===== src/design/bsc_defines.svh =====
// Purpose: bit positions, reset values and timing counts of the
//          bridge system control register, low half
// Assumes: 32-bit configuration word, bits 15..2 held here
// Notes:   bits 31..16 and 1..0 live elsewhere and read as zero here
`ifndef BSC_DEFINES_SVH
`define BSC_DEFINES_SVH

// field positions
`define BSC_BIT_DN_BURST 15
`define BSC_BIT_UP_BURST 14
`define BSC_BIT_SEEN     13
`define BSC_BIT_RAIL     12
`define BSC_BIT_STREAM   11
`define BSC_BIT_RISE     10
`define BSC_BIT_FALL     9
`define BSC_BIT_PROBE    8
`define BSC_BIT_RSV_HI   7
`define BSC_BIT_LOWPOW   6
`define BSC_BIT_LOCK     5
`define BSC_BIT_PARITY   4
`define BSC_BIT_DMA      3
`define BSC_BIT_RSV_LO   2

// byte enables covering the upper and lower halves of the low half
`define BSC_BE_HI 1
`define BSC_BE_LO 0

// reset values
`define BSC_RST_DN_BURST 1'b1
`define BSC_RST_UP_BURST 1'b0
`define BSC_RST_LOWPOW   1'b1
`define BSC_RST_LOCK     1'b1
`define BSC_RST_PARITY   1'b0
`define BSC_RST_DMA      1'b0
`define BSC_RST_STATUS   1'b0
`define BSC_RAIL_VALUE   1'b1
`define BSC_RSV_VALUE    1'b0

// settle delays in clock cycles after the switch stream is sent
`define BSC_UP_SETTLE_CYC   16'h0010
`define BSC_DOWN_SETTLE_CYC 16'h0010

`endif


===== src/design/bsc_pkg.sv =====
// Purpose: shared types of the bridge system control block
// Assumes: bsc_defines.svh holds all numbers
// Notes:   structs carry the request and the control outputs
package bsc_pkg;

  typedef struct packed {
    logic        rd;
    logic        wr;
    logic [1:0]  func;
    logic [3:0]  be;
    logic [31:0] wdata;
  } bsc_req_t;

  typedef struct packed {
    logic down_read_burst_en;
    logic up_read_burst_en;
    logic low_consumption_en;
    logic ident_write_lock;
    logic card_parity_to_syserr;
    logic central_dma_en;
  } bsc_ctrl_t;

  typedef struct packed {
    logic switch_stream_busy;
    logic rise_settle_pending;
    logic fall_settle_pending;
  } bsc_pwr_t;

  typedef enum logic [2:0] {
    PWR_IDLE   = 3'b001,
    PWR_STREAM = 3'b010,
    PWR_SETTLE = 3'b100
  } bsc_pwr_state_t;

endpackage : bsc_pkg


===== src/design/bsc_pwr_track.sv =====
// Purpose: per-socket power switch stream and settle status
// Assumes: change and sent strobes are one-cycle pulses
// Notes:   a new change request during settle restarts the stream
`timescale 1ns/100ps
`include "bsc_defines.svh"

module bsc_pwr_track
  import bsc_pkg::*;
#(
  parameter int unsigned          CNT_W    = 16,
  parameter logic [CNT_W-1:0]     UP_CYC   = `BSC_UP_SETTLE_CYC,
  parameter logic [CNT_W-1:0]     DOWN_CYC = `BSC_DOWN_SETTLE_CYC
) (
  // clock and control
  input  wire logic     clk_in,
  input  wire logic     rst_n_in,
  input  wire logic     ce_in,
  // serializer events
  input  wire logic     change_req_in,
  input  wire logic     rise_in,
  input  wire logic     stream_sent_in,
  // status
  output bsc_pwr_t      status_out
);

  bsc_pwr_state_t   state, next_state;
  logic             rise, next_rise;
  logic [CNT_W-1:0] cnt, next_cnt;

  always_comb begin
    next_state = state;
    next_rise  = rise;
    next_cnt   = cnt;
    case (state)
      PWR_IDLE: begin
        if (change_req_in) begin
          next_state = PWR_STREAM;
          next_rise  = rise_in;
        end
      end
      PWR_STREAM: begin
        if (stream_sent_in) begin
          next_state = PWR_SETTLE;
          next_cnt   = rise ? UP_CYC : DOWN_CYC;
        end
      end
      PWR_SETTLE: begin
        if (change_req_in) begin
          next_state = PWR_STREAM;
          next_rise  = rise_in;
        end else if (cnt <= CNT_W'(1)) begin
          next_state = PWR_IDLE;
        end else begin
          next_cnt = cnt - CNT_W'(1);
        end
      end
      default: next_state = PWR_IDLE;
    endcase
  end

  always_ff @(posedge clk_in) begin
    if (!rst_n_in) begin
      state <= PWR_IDLE;
      rise  <= 1'b0;
      cnt   <= '0;
    end else if (ce_in) begin
      state <= next_state;
      rise  <= next_rise;
      cnt   <= next_cnt;
    end
  end

  assign status_out.switch_stream_busy  = (state != PWR_IDLE);
  assign status_out.rise_settle_pending = (state == PWR_SETTLE) && rise;
  assign status_out.fall_settle_pending = (state == PWR_SETTLE) && !rise;
endmodule : bsc_pwr_track


===== src/design/bsc_sysctl.sv =====
// Purpose: low half of the bridge system control register
// Assumes: configuration decode outside selects this word and the
//          function; requests are single-cycle strobes
// Notes:   functions 0 and 1 map to sockets 0 and 1; other
//          functions read zero and their writes are dropped
// Functional notes
// bit 15 downstream read burst, resets enabled
// bit 14 upstream read burst, resets disabled
// bit 13 socket activity, cleared on read
// bit 12 reads one for functions 0 and 1
// bit 11 busy while switch stream runs
// bit 10 set until power-up delay expires
// bit 9 set until power-down delay expires
// bit 8 per-socket card interrogation busy
// bits 7 and 2 read zero
// bit 6 low power enable, resets one
// bit 5 locks identity registers, resets one
// bit 4 forwards card parity to syserr
// bit 3 central dma enable, resets zero
// software routes dma request and grant lines
// software touches global bits via function 0
// global bits cleared only by global reset
// writes to status and reserved bits ignored
`timescale 1ns/100ps
`include "bsc_defines.svh"

module bsc_sysctl
  import bsc_pkg::*;
#(
  parameter int unsigned    NUM_SOCK = 2,
  parameter int unsigned    CNT_W    = 16,
  parameter logic [CNT_W-1:0] UP_CYC   = `BSC_UP_SETTLE_CYC,
  parameter logic [CNT_W-1:0] DOWN_CYC = `BSC_DOWN_SETTLE_CYC
) (
  // clock, global reset, clock enable
  input  wire logic                clk_in,
  input  wire logic                rst_n_in,
  input  wire logic                ce_in,
  // configuration access to this word
  input  bsc_req_t                 req_in,
  output logic [31:0]              rdata_out,
  // per-function reset, leaves global bits alone
  input  wire logic [NUM_SOCK-1:0] func_rst_in,
  // socket events
  input  wire logic [NUM_SOCK-1:0] sock_access_in,
  input  wire logic [NUM_SOCK-1:0] probe_busy_in,
  input  wire logic [NUM_SOCK-1:0] pwr_change_in,
  input  wire logic [NUM_SOCK-1:0] pwr_rise_in,
  input  wire logic [NUM_SOCK-1:0] pwr_sent_in,
  // card-side parity error strobe
  input  wire logic                card_parity_err_in,
  // controls to the rest of the bridge
  output bsc_ctrl_t                ctrl_out,
  output logic                     syserr_req_out
);

  ////////////////////////////////////////////////////////////////////////
  // access decode

  function automatic logic sock_hit(input logic [1:0] func,
                                    input int unsigned s);
    sock_hit = (func == 2'(s));
  endfunction : sock_hit

  logic func_ok;
  logic wr_ok;

  assign func_ok = (32'(req_in.func) < NUM_SOCK);
  assign wr_ok   = req_in.wr && func_ok;

  ////////////////////////////////////////////////////////////////////////
  // global control bits
  // shared by both functions; only the global reset touches them, so
  // a function reset of one socket cannot disturb the other socket

  bsc_ctrl_t ctrl, next_ctrl;

  always_comb begin
    next_ctrl = ctrl;
    if (wr_ok && req_in.be[`BSC_BE_HI]) begin
      next_ctrl.down_read_burst_en = req_in.wdata[`BSC_BIT_DN_BURST];
      next_ctrl.up_read_burst_en   = req_in.wdata[`BSC_BIT_UP_BURST];
    end
    if (wr_ok && req_in.be[`BSC_BE_LO]) begin
      next_ctrl.low_consumption_en    = req_in.wdata[`BSC_BIT_LOWPOW];
      next_ctrl.ident_write_lock      = req_in.wdata[`BSC_BIT_LOCK];
      next_ctrl.card_parity_to_syserr = req_in.wdata[`BSC_BIT_PARITY];
      next_ctrl.central_dma_en        = req_in.wdata[`BSC_BIT_DMA];
    end
  end

  always_ff @(posedge clk_in) begin
    if (!rst_n_in) begin
      ctrl.down_read_burst_en    <= `BSC_RST_DN_BURST;
      ctrl.up_read_burst_en      <= `BSC_RST_UP_BURST;
      ctrl.low_consumption_en    <= `BSC_RST_LOWPOW;
      ctrl.ident_write_lock      <= `BSC_RST_LOCK;
      ctrl.card_parity_to_syserr <= `BSC_RST_PARITY;
      ctrl.central_dma_en        <= `BSC_RST_DMA;
    end else if (ce_in) begin
      ctrl <= next_ctrl;
    end
  end

  assign ctrl_out = ctrl;

  ////////////////////////////////////////////////////////////////////////
  // per-socket status
  // status bits take no write data at all, so writes cannot touch them

  logic [NUM_SOCK-1:0] seen, next_seen;
  logic [NUM_SOCK-1:0] probe, next_probe;

  always_comb begin
    next_seen  = seen;
    next_probe = probe;
    for (int unsigned s = 0; s < NUM_SOCK; s++) begin
      if (func_rst_in[s]) begin
        next_seen[s]  = `BSC_RST_STATUS;
        next_probe[s] = `BSC_RST_STATUS;
      end else begin
        // clear on read first, so a same-cycle access still sets it
        if (req_in.rd && sock_hit(req_in.func, s)) begin
          next_seen[s] = 1'b0;
        end
        if (sock_access_in[s]) begin
          next_seen[s] = 1'b1;
        end
        next_probe[s] = probe_busy_in[s];
      end
    end
  end

  always_ff @(posedge clk_in) begin
    if (!rst_n_in) begin
      seen  <= '0;
      probe <= '0;
    end else if (ce_in) begin
      seen  <= next_seen;
      probe <= next_probe;
    end
  end

  ////////////////////////////////////////////////////////////////////////
  // power switch stream trackers

  bsc_pwr_t pwr [NUM_SOCK];

  for (genvar g = 0; g < NUM_SOCK; g++) begin : g_pwr
    bsc_pwr_track #(
      .CNT_W    (CNT_W),
      .UP_CYC   (UP_CYC),
      .DOWN_CYC (DOWN_CYC)
    ) u_pwr (
      .clk_in         (clk_in),
      .rst_n_in       (rst_n_in),
      .ce_in          (ce_in),
      .change_req_in  (pwr_change_in[g]),
      .rise_in        (pwr_rise_in[g]),
      .stream_sent_in (pwr_sent_in[g]),
      .status_out     (pwr[g])
    );
  end

  ////////////////////////////////////////////////////////////////////////
  // read path
  // data is registered and held until the next read; the value seen
  // is the one before the read-clear takes effect

  logic [31:0] rdata, next_rdata;

  always_comb begin
    next_rdata = rdata;
    if (req_in.rd) begin
      next_rdata = 32'h0000_0000;
      if (func_ok) begin
        next_rdata[`BSC_BIT_DN_BURST] = ctrl.down_read_burst_en;
        next_rdata[`BSC_BIT_UP_BURST] = ctrl.up_read_burst_en;
        next_rdata[`BSC_BIT_RAIL]     = `BSC_RAIL_VALUE;
        next_rdata[`BSC_BIT_RSV_HI]   = `BSC_RSV_VALUE;
        next_rdata[`BSC_BIT_LOWPOW]   = ctrl.low_consumption_en;
        next_rdata[`BSC_BIT_LOCK]     = ctrl.ident_write_lock;
        next_rdata[`BSC_BIT_PARITY]   = ctrl.card_parity_to_syserr;
        next_rdata[`BSC_BIT_DMA]      = ctrl.central_dma_en;
        next_rdata[`BSC_BIT_RSV_LO]   = `BSC_RSV_VALUE;
      end
      for (int unsigned s = 0; s < NUM_SOCK; s++) begin
        if (sock_hit(req_in.func, s)) begin
          next_rdata[`BSC_BIT_SEEN]   = seen[s];
          next_rdata[`BSC_BIT_STREAM] = pwr[s].switch_stream_busy;
          next_rdata[`BSC_BIT_RISE]   = pwr[s].rise_settle_pending;
          next_rdata[`BSC_BIT_FALL]   = pwr[s].fall_settle_pending;
          next_rdata[`BSC_BIT_PROBE]  = probe[s];
        end
      end
    end
  end

  always_ff @(posedge clk_in) begin
    if (!rst_n_in) begin
      rdata <= 32'h0000_0000;
    end else if (ce_in) begin
      rdata <= next_rdata;
    end
  end

  assign rdata_out = rdata;

  ////////////////////////////////////////////////////////////////////////
  // parity forwarding
  // one registered cycle of latency keeps syserr glitch free

  logic syserr, next_syserr;

  always_comb begin
    next_syserr = card_parity_err_in && ctrl.card_parity_to_syserr;
  end

  always_ff @(posedge clk_in) begin
    if (!rst_n_in) begin
      syserr <= 1'b0;
    end else if (ce_in) begin
      syserr <= next_syserr;
    end
  end

  assign syserr_req_out = syserr;
endmodule : bsc_sysctl


===== config.mk =====
export PLATFORM = sky130hd
export DESIGN_NAME = bsc_sysctl
export DESIGN_NICKNAME = d
export VERILOG_FILES = /design/src/design/bsc_pkg.sv /design/src/design/bsc_pwr_track.sv /design/src/design/bsc_sysctl.sv
export VERILOG_INCLUDE_DIRS = /design/src /design/src/design
export SDC_FILE = /design/constraint.sdc
export NUM_CORES = 1
export LEC_CHECK = 0
export BUFFER_PORTS_ARGS = -buffer_cell sky130_fd_sc_hd__buf_2
export CORE_MARGIN = 4
export CORE_UTILIZATION = 40
export CTS_CLUSTER_DIAMETER = 60
export DETAILED_ROUTE_END_ITERATION = 8
export GPL_TIMING_DRIVEN = 0
export PLACE_DENSITY = 0.7
export SYNTH_ARGS = -nofsm -noshare
export SYNTH_HDL_FRONTEND = slang
export SYNTH_SLANG_ARGS = --single-unit

===== constraint.sdc =====
create_clock -name clk_in -period 2.58 [get_ports clk_in]
set_input_delay 0.645 -clock clk_in [delete_from_list [all_inputs] [get_ports clk_in]]
set_output_delay 0.645 -clock clk_in [all_outputs]
set_load 0.05 [all_outputs]

==> flow_metrics.py <==
metrics = {
    "clock_network": {
        "cts_buffer_depth": 2,
        "cts_made_buffers": 9,
        "clk_latency_ps": 340,
        "cts_sinks": 63,
        "clkTransAtPathRegs_ps": 70,
        "ctsRootBufferMaster": "clkbuf_8",
        "tritoncts": "done",
        "htreeDepth": 3,
        "cts_hold_buffers": 0,
    },
    "grt": {
        "grt_max_degree": 11,
        "antenna_found_initial": 0,
        "grt_pass1_vias": 2950,
        "grt.total_usage_pct": 16.1,
        "overflow": 0,
        "grt_pass1_wl_um": 13300,
    },
    "setup_path": {
        "max_stage_delay_ps": 710,
        "cp.depth": 7,
        "r2r_cells": 7,
        "worstPathCellList": "buf_2 > buf_2 > nor2b_1 > o2111ai_1 > a311oi_1 > a21boi_0 > o21a_1",
        "r2r_start": "g_pwr[0].u_pwr.cnt[0]$_SDFFE_PN0P_",
        "path_class": "in -> reg",
        "worst_ep_required_time_ps": 2810,
        "crit_family": "compound AO/OA/AOI/OAI gates",
        "crit_path_top_delay_cell": "a311oi_1",
        "reg2reg_slack_ps": 210,
        "path_common_cell": "buf_2",
        "regToRegEndpoint": "g_pwr[0].u_pwr.cnt[11]$_SDFFE_PN0P_",
        "cp-end-kind": "register",
        "worstPathArrival_ps": 2600,
        "worstSetupStartpointType": "input port",
        "cp_max_fo": 10,
        "cp.buffers_inverters": 2,
    },
    "sta": {
        "setup_viol": 0,
        "finalCritPeriodShare_pct": 92.0,
        "rsz0062_at_grt": "false",
        "hold_viol_final": 0,
        "slew_violations": 0,
        "relSlewSlack_pct": 44.4,
        "fin_crit_ps": 2370,
        "tns_ps": 0,
        "finClkSkew_ps": 13.2,
        "worst_slew_pin_slew_ps": 827,
        "max_freq_mhz": 421,
    },
    "floorplanning": {
        "die_y_um": 99.0,
        "num_rows": 32,
        "die-area_sq_mm": 0.00980,
        "start_util_pct": 42.0,
        "io_pins": 95,
        "fp.coreArea_sq_mm": 0.00789,
        "die_width_um": 99.0,
    },
    "finish": {
        "fin_util_pct": 49.9,
        "design_area_sq_mm": 0.00394,
        "fin_nets": 536,
        "num_antenna_cells": 0,
        "fillers": 769,
        "synthToLayoutAreaGrowth_pct": 19.0,
        "multi_input_area_sq_mm": 0.00186,
        "layout-drive-gt1-share_pct": 20.0,
        "area.sequential_sq_mm": 0.00126,
    },
    "worst_hold_path": {
        "hold_path_end": "syserr_req_out$_SDFFE_PN0P_",
        "hold_class": "reg -> reg",
        "hold_start": "syserr_req_out$_SDFFE_PN0P_",
        "min_path_cells": 2,
    },
    "synthesis": {
        "syn_area_sq_mm": 0.00331,
        "postSynthAreaPerCell_sq_um": 8.26,
        "yosys.cell_types.count": 62,
        "synth_area_leaders": "dfxtp_1 (38%), a21oi_1 (5.6%), nor2_1 (4.9%)",
        "ys_top_cells_by_count": "dfxtp_1 (63), nor2_1 (43), a21oi_1 (37)",
        "yosysSeqAreaShare_pct": 38.1,
        "synthArstFlopShare_pct": 0,
        "synth_warnings": 0,
        "yosysTopAreaCellShare_pct": 38.1,
        "synth_enable_flop_cells": 0,
        "syn_inst": 401,
        "synth.most_common_cell": "dfxtp_1",
        "ys_ff_latch": 63,
        "yosysTopAreaCell": "dfxtp_1",
        "synth-main-ff-cell": "dfxtp_1",
    },
    "drt": {
        "wl_um": 7880,
        "vias": 3110,
        "post_drt_wl_per_cell_um": 13.5,
        "drc": 0,
        "dr.pass1.iters": 5,
        "drtIter0Drc": 122,
        "drtAntennaViolNets": 0,
        "avgViaCountPerCell": 5.33,
    },
    "placement": {
        "dpl.hpwl_um": 5780,
        "place.port_buffers": 45,
        "dpl-instance-area_sq_mm": 0.00373,
        "globalplace.congestion": 0.822,
    },
    "power_and_ir_drop": {
        "p_leak_nw": 1.62,
        "power_per_cell_area_mw_per_mm2": 538,
        "power_mw": 2.12,
        "ir_worst_vdd_v": 0.000346,
    },
    "run": {
        "maxCapViolCount": 0,
    },
    "status": {
        "status": "finished clean",
    },
}
[how the worst max path moves through the flow]
stage	endpoint	slack, ps	from
6_report	g_pwr[0].u_pwr.cnt[11]$_SDFFE_PN0P_	210	ce_in
5_1_grt	g_pwr[0].u_pwr.cnt[15]$_SDFFE_PN0P_	30	g_pwr[0].u_pwr.cnt[0]$_SDFFE_PN0P_
4_1_cts	g_pwr[0].u_pwr.cnt[11]$_SDFFE_PN0P_	120	g_pwr[0].u_pwr.state[2]$_SDFFE_PN0P_
3_5_place_dp	g_pwr[0].u_pwr.cnt[11]$_SDFFE_PN0P_	-160	ce_in
3_3_place_gp	g_pwr[0].u_pwr.cnt[11]$_SDFFE_PN0P_	-90	ce_in
2_1_floorplan	g_pwr[0].u_pwr.cnt[12]$_SDFFE_PN0P_	310	ce_in
[worst min-delay path, stage by stage (launching register included)]
cell and delay [ps]:
dfxtp_1 310, nand2_1 50, a21oi_1 50
[report_power, final]
part	switching, mW	leakage, nW	total [mW]	internal [mW]
Sequential	0.0104	0.510	1.00	0.990
Combinational	0.193	1.01	0.281	0.0883
Clock	0.369	0.100	0.837	0.469
[cell usage in the layout (no fill, tap or decap), types with 8 or more instances in the layout]
master / instances
buf_2: 48
nor3b_1: 12
inv_1: 10
o31ai_1: 8
clkbuf_8: 10
buf_4: 20
a21oi_1: 37
nor2_1: 43
o21ai_0: 15
nand3_1: 13
nand2_1: 30
dfxtp_1: 63
clkbuf_1: 14
or3_1: 12
conb_1: 20
[logic make-up (layout without fill, tap and decap cells)]
family	after synthesis	count (layout)	share of synthesized area (%)
compound gates	100	100	19.6
xor+xnor	10	10	2.65
fa+ha+maj	4	4	1.51
buf+inv	51	112	8.39
flops	63	63	38.1
mux	7	7	2.19
other cells	1	20	0.113
simple gates	165	165	27.4
[cell type report]
type / instances / share of cell area, %
flip-flops and latches: 63 / 32.0
multi-input cells: 306 / 47.1
plain buffers: 39 / 5.91
repair buffers: 45 / 5.72
inverters: 12 / 1.14
well taps: 102 / 3.24
clock buffers: 12 / 3.68
clock inverters: 4 / 1.14
[flip-flops by register name (all words and copies together) (netlist names)]
name and flops:
g_pwr.u_pwr.state 6, seen 2, g_pwr.u_pwr.cnt 32, syserr_req_out 1
ctrl_out 6, g_pwr.u_pwr.rise 2, probe 2, rdata_out 12
[routing by layer]
metal  GRT usage, %  share of wire [%]  vias up
met5              0                  0        -
met4           3.68                1.0        0
met3           4.81                6.9       13
met2           28.2                 47      107
met1           19.4                 45     1427
li1               -                  -     1563
[what timing repair did]
action / CTS / global route
buffers inserted: 0 / 0
gates resized for setup: 0 / 2
endpoints found under the setup margin: 0 / 8
[stage by stage]
stage	setup WS [ps]	std cells	hold WS [ps]
after floorplan	311	420	437
after detailed placement	-158	567	449
after global placement	-90.8	567	438
after global routing	30.4	583	480
after CTS	115	583	461
final	207	583	457
Power figures use the tool's default switching activity.
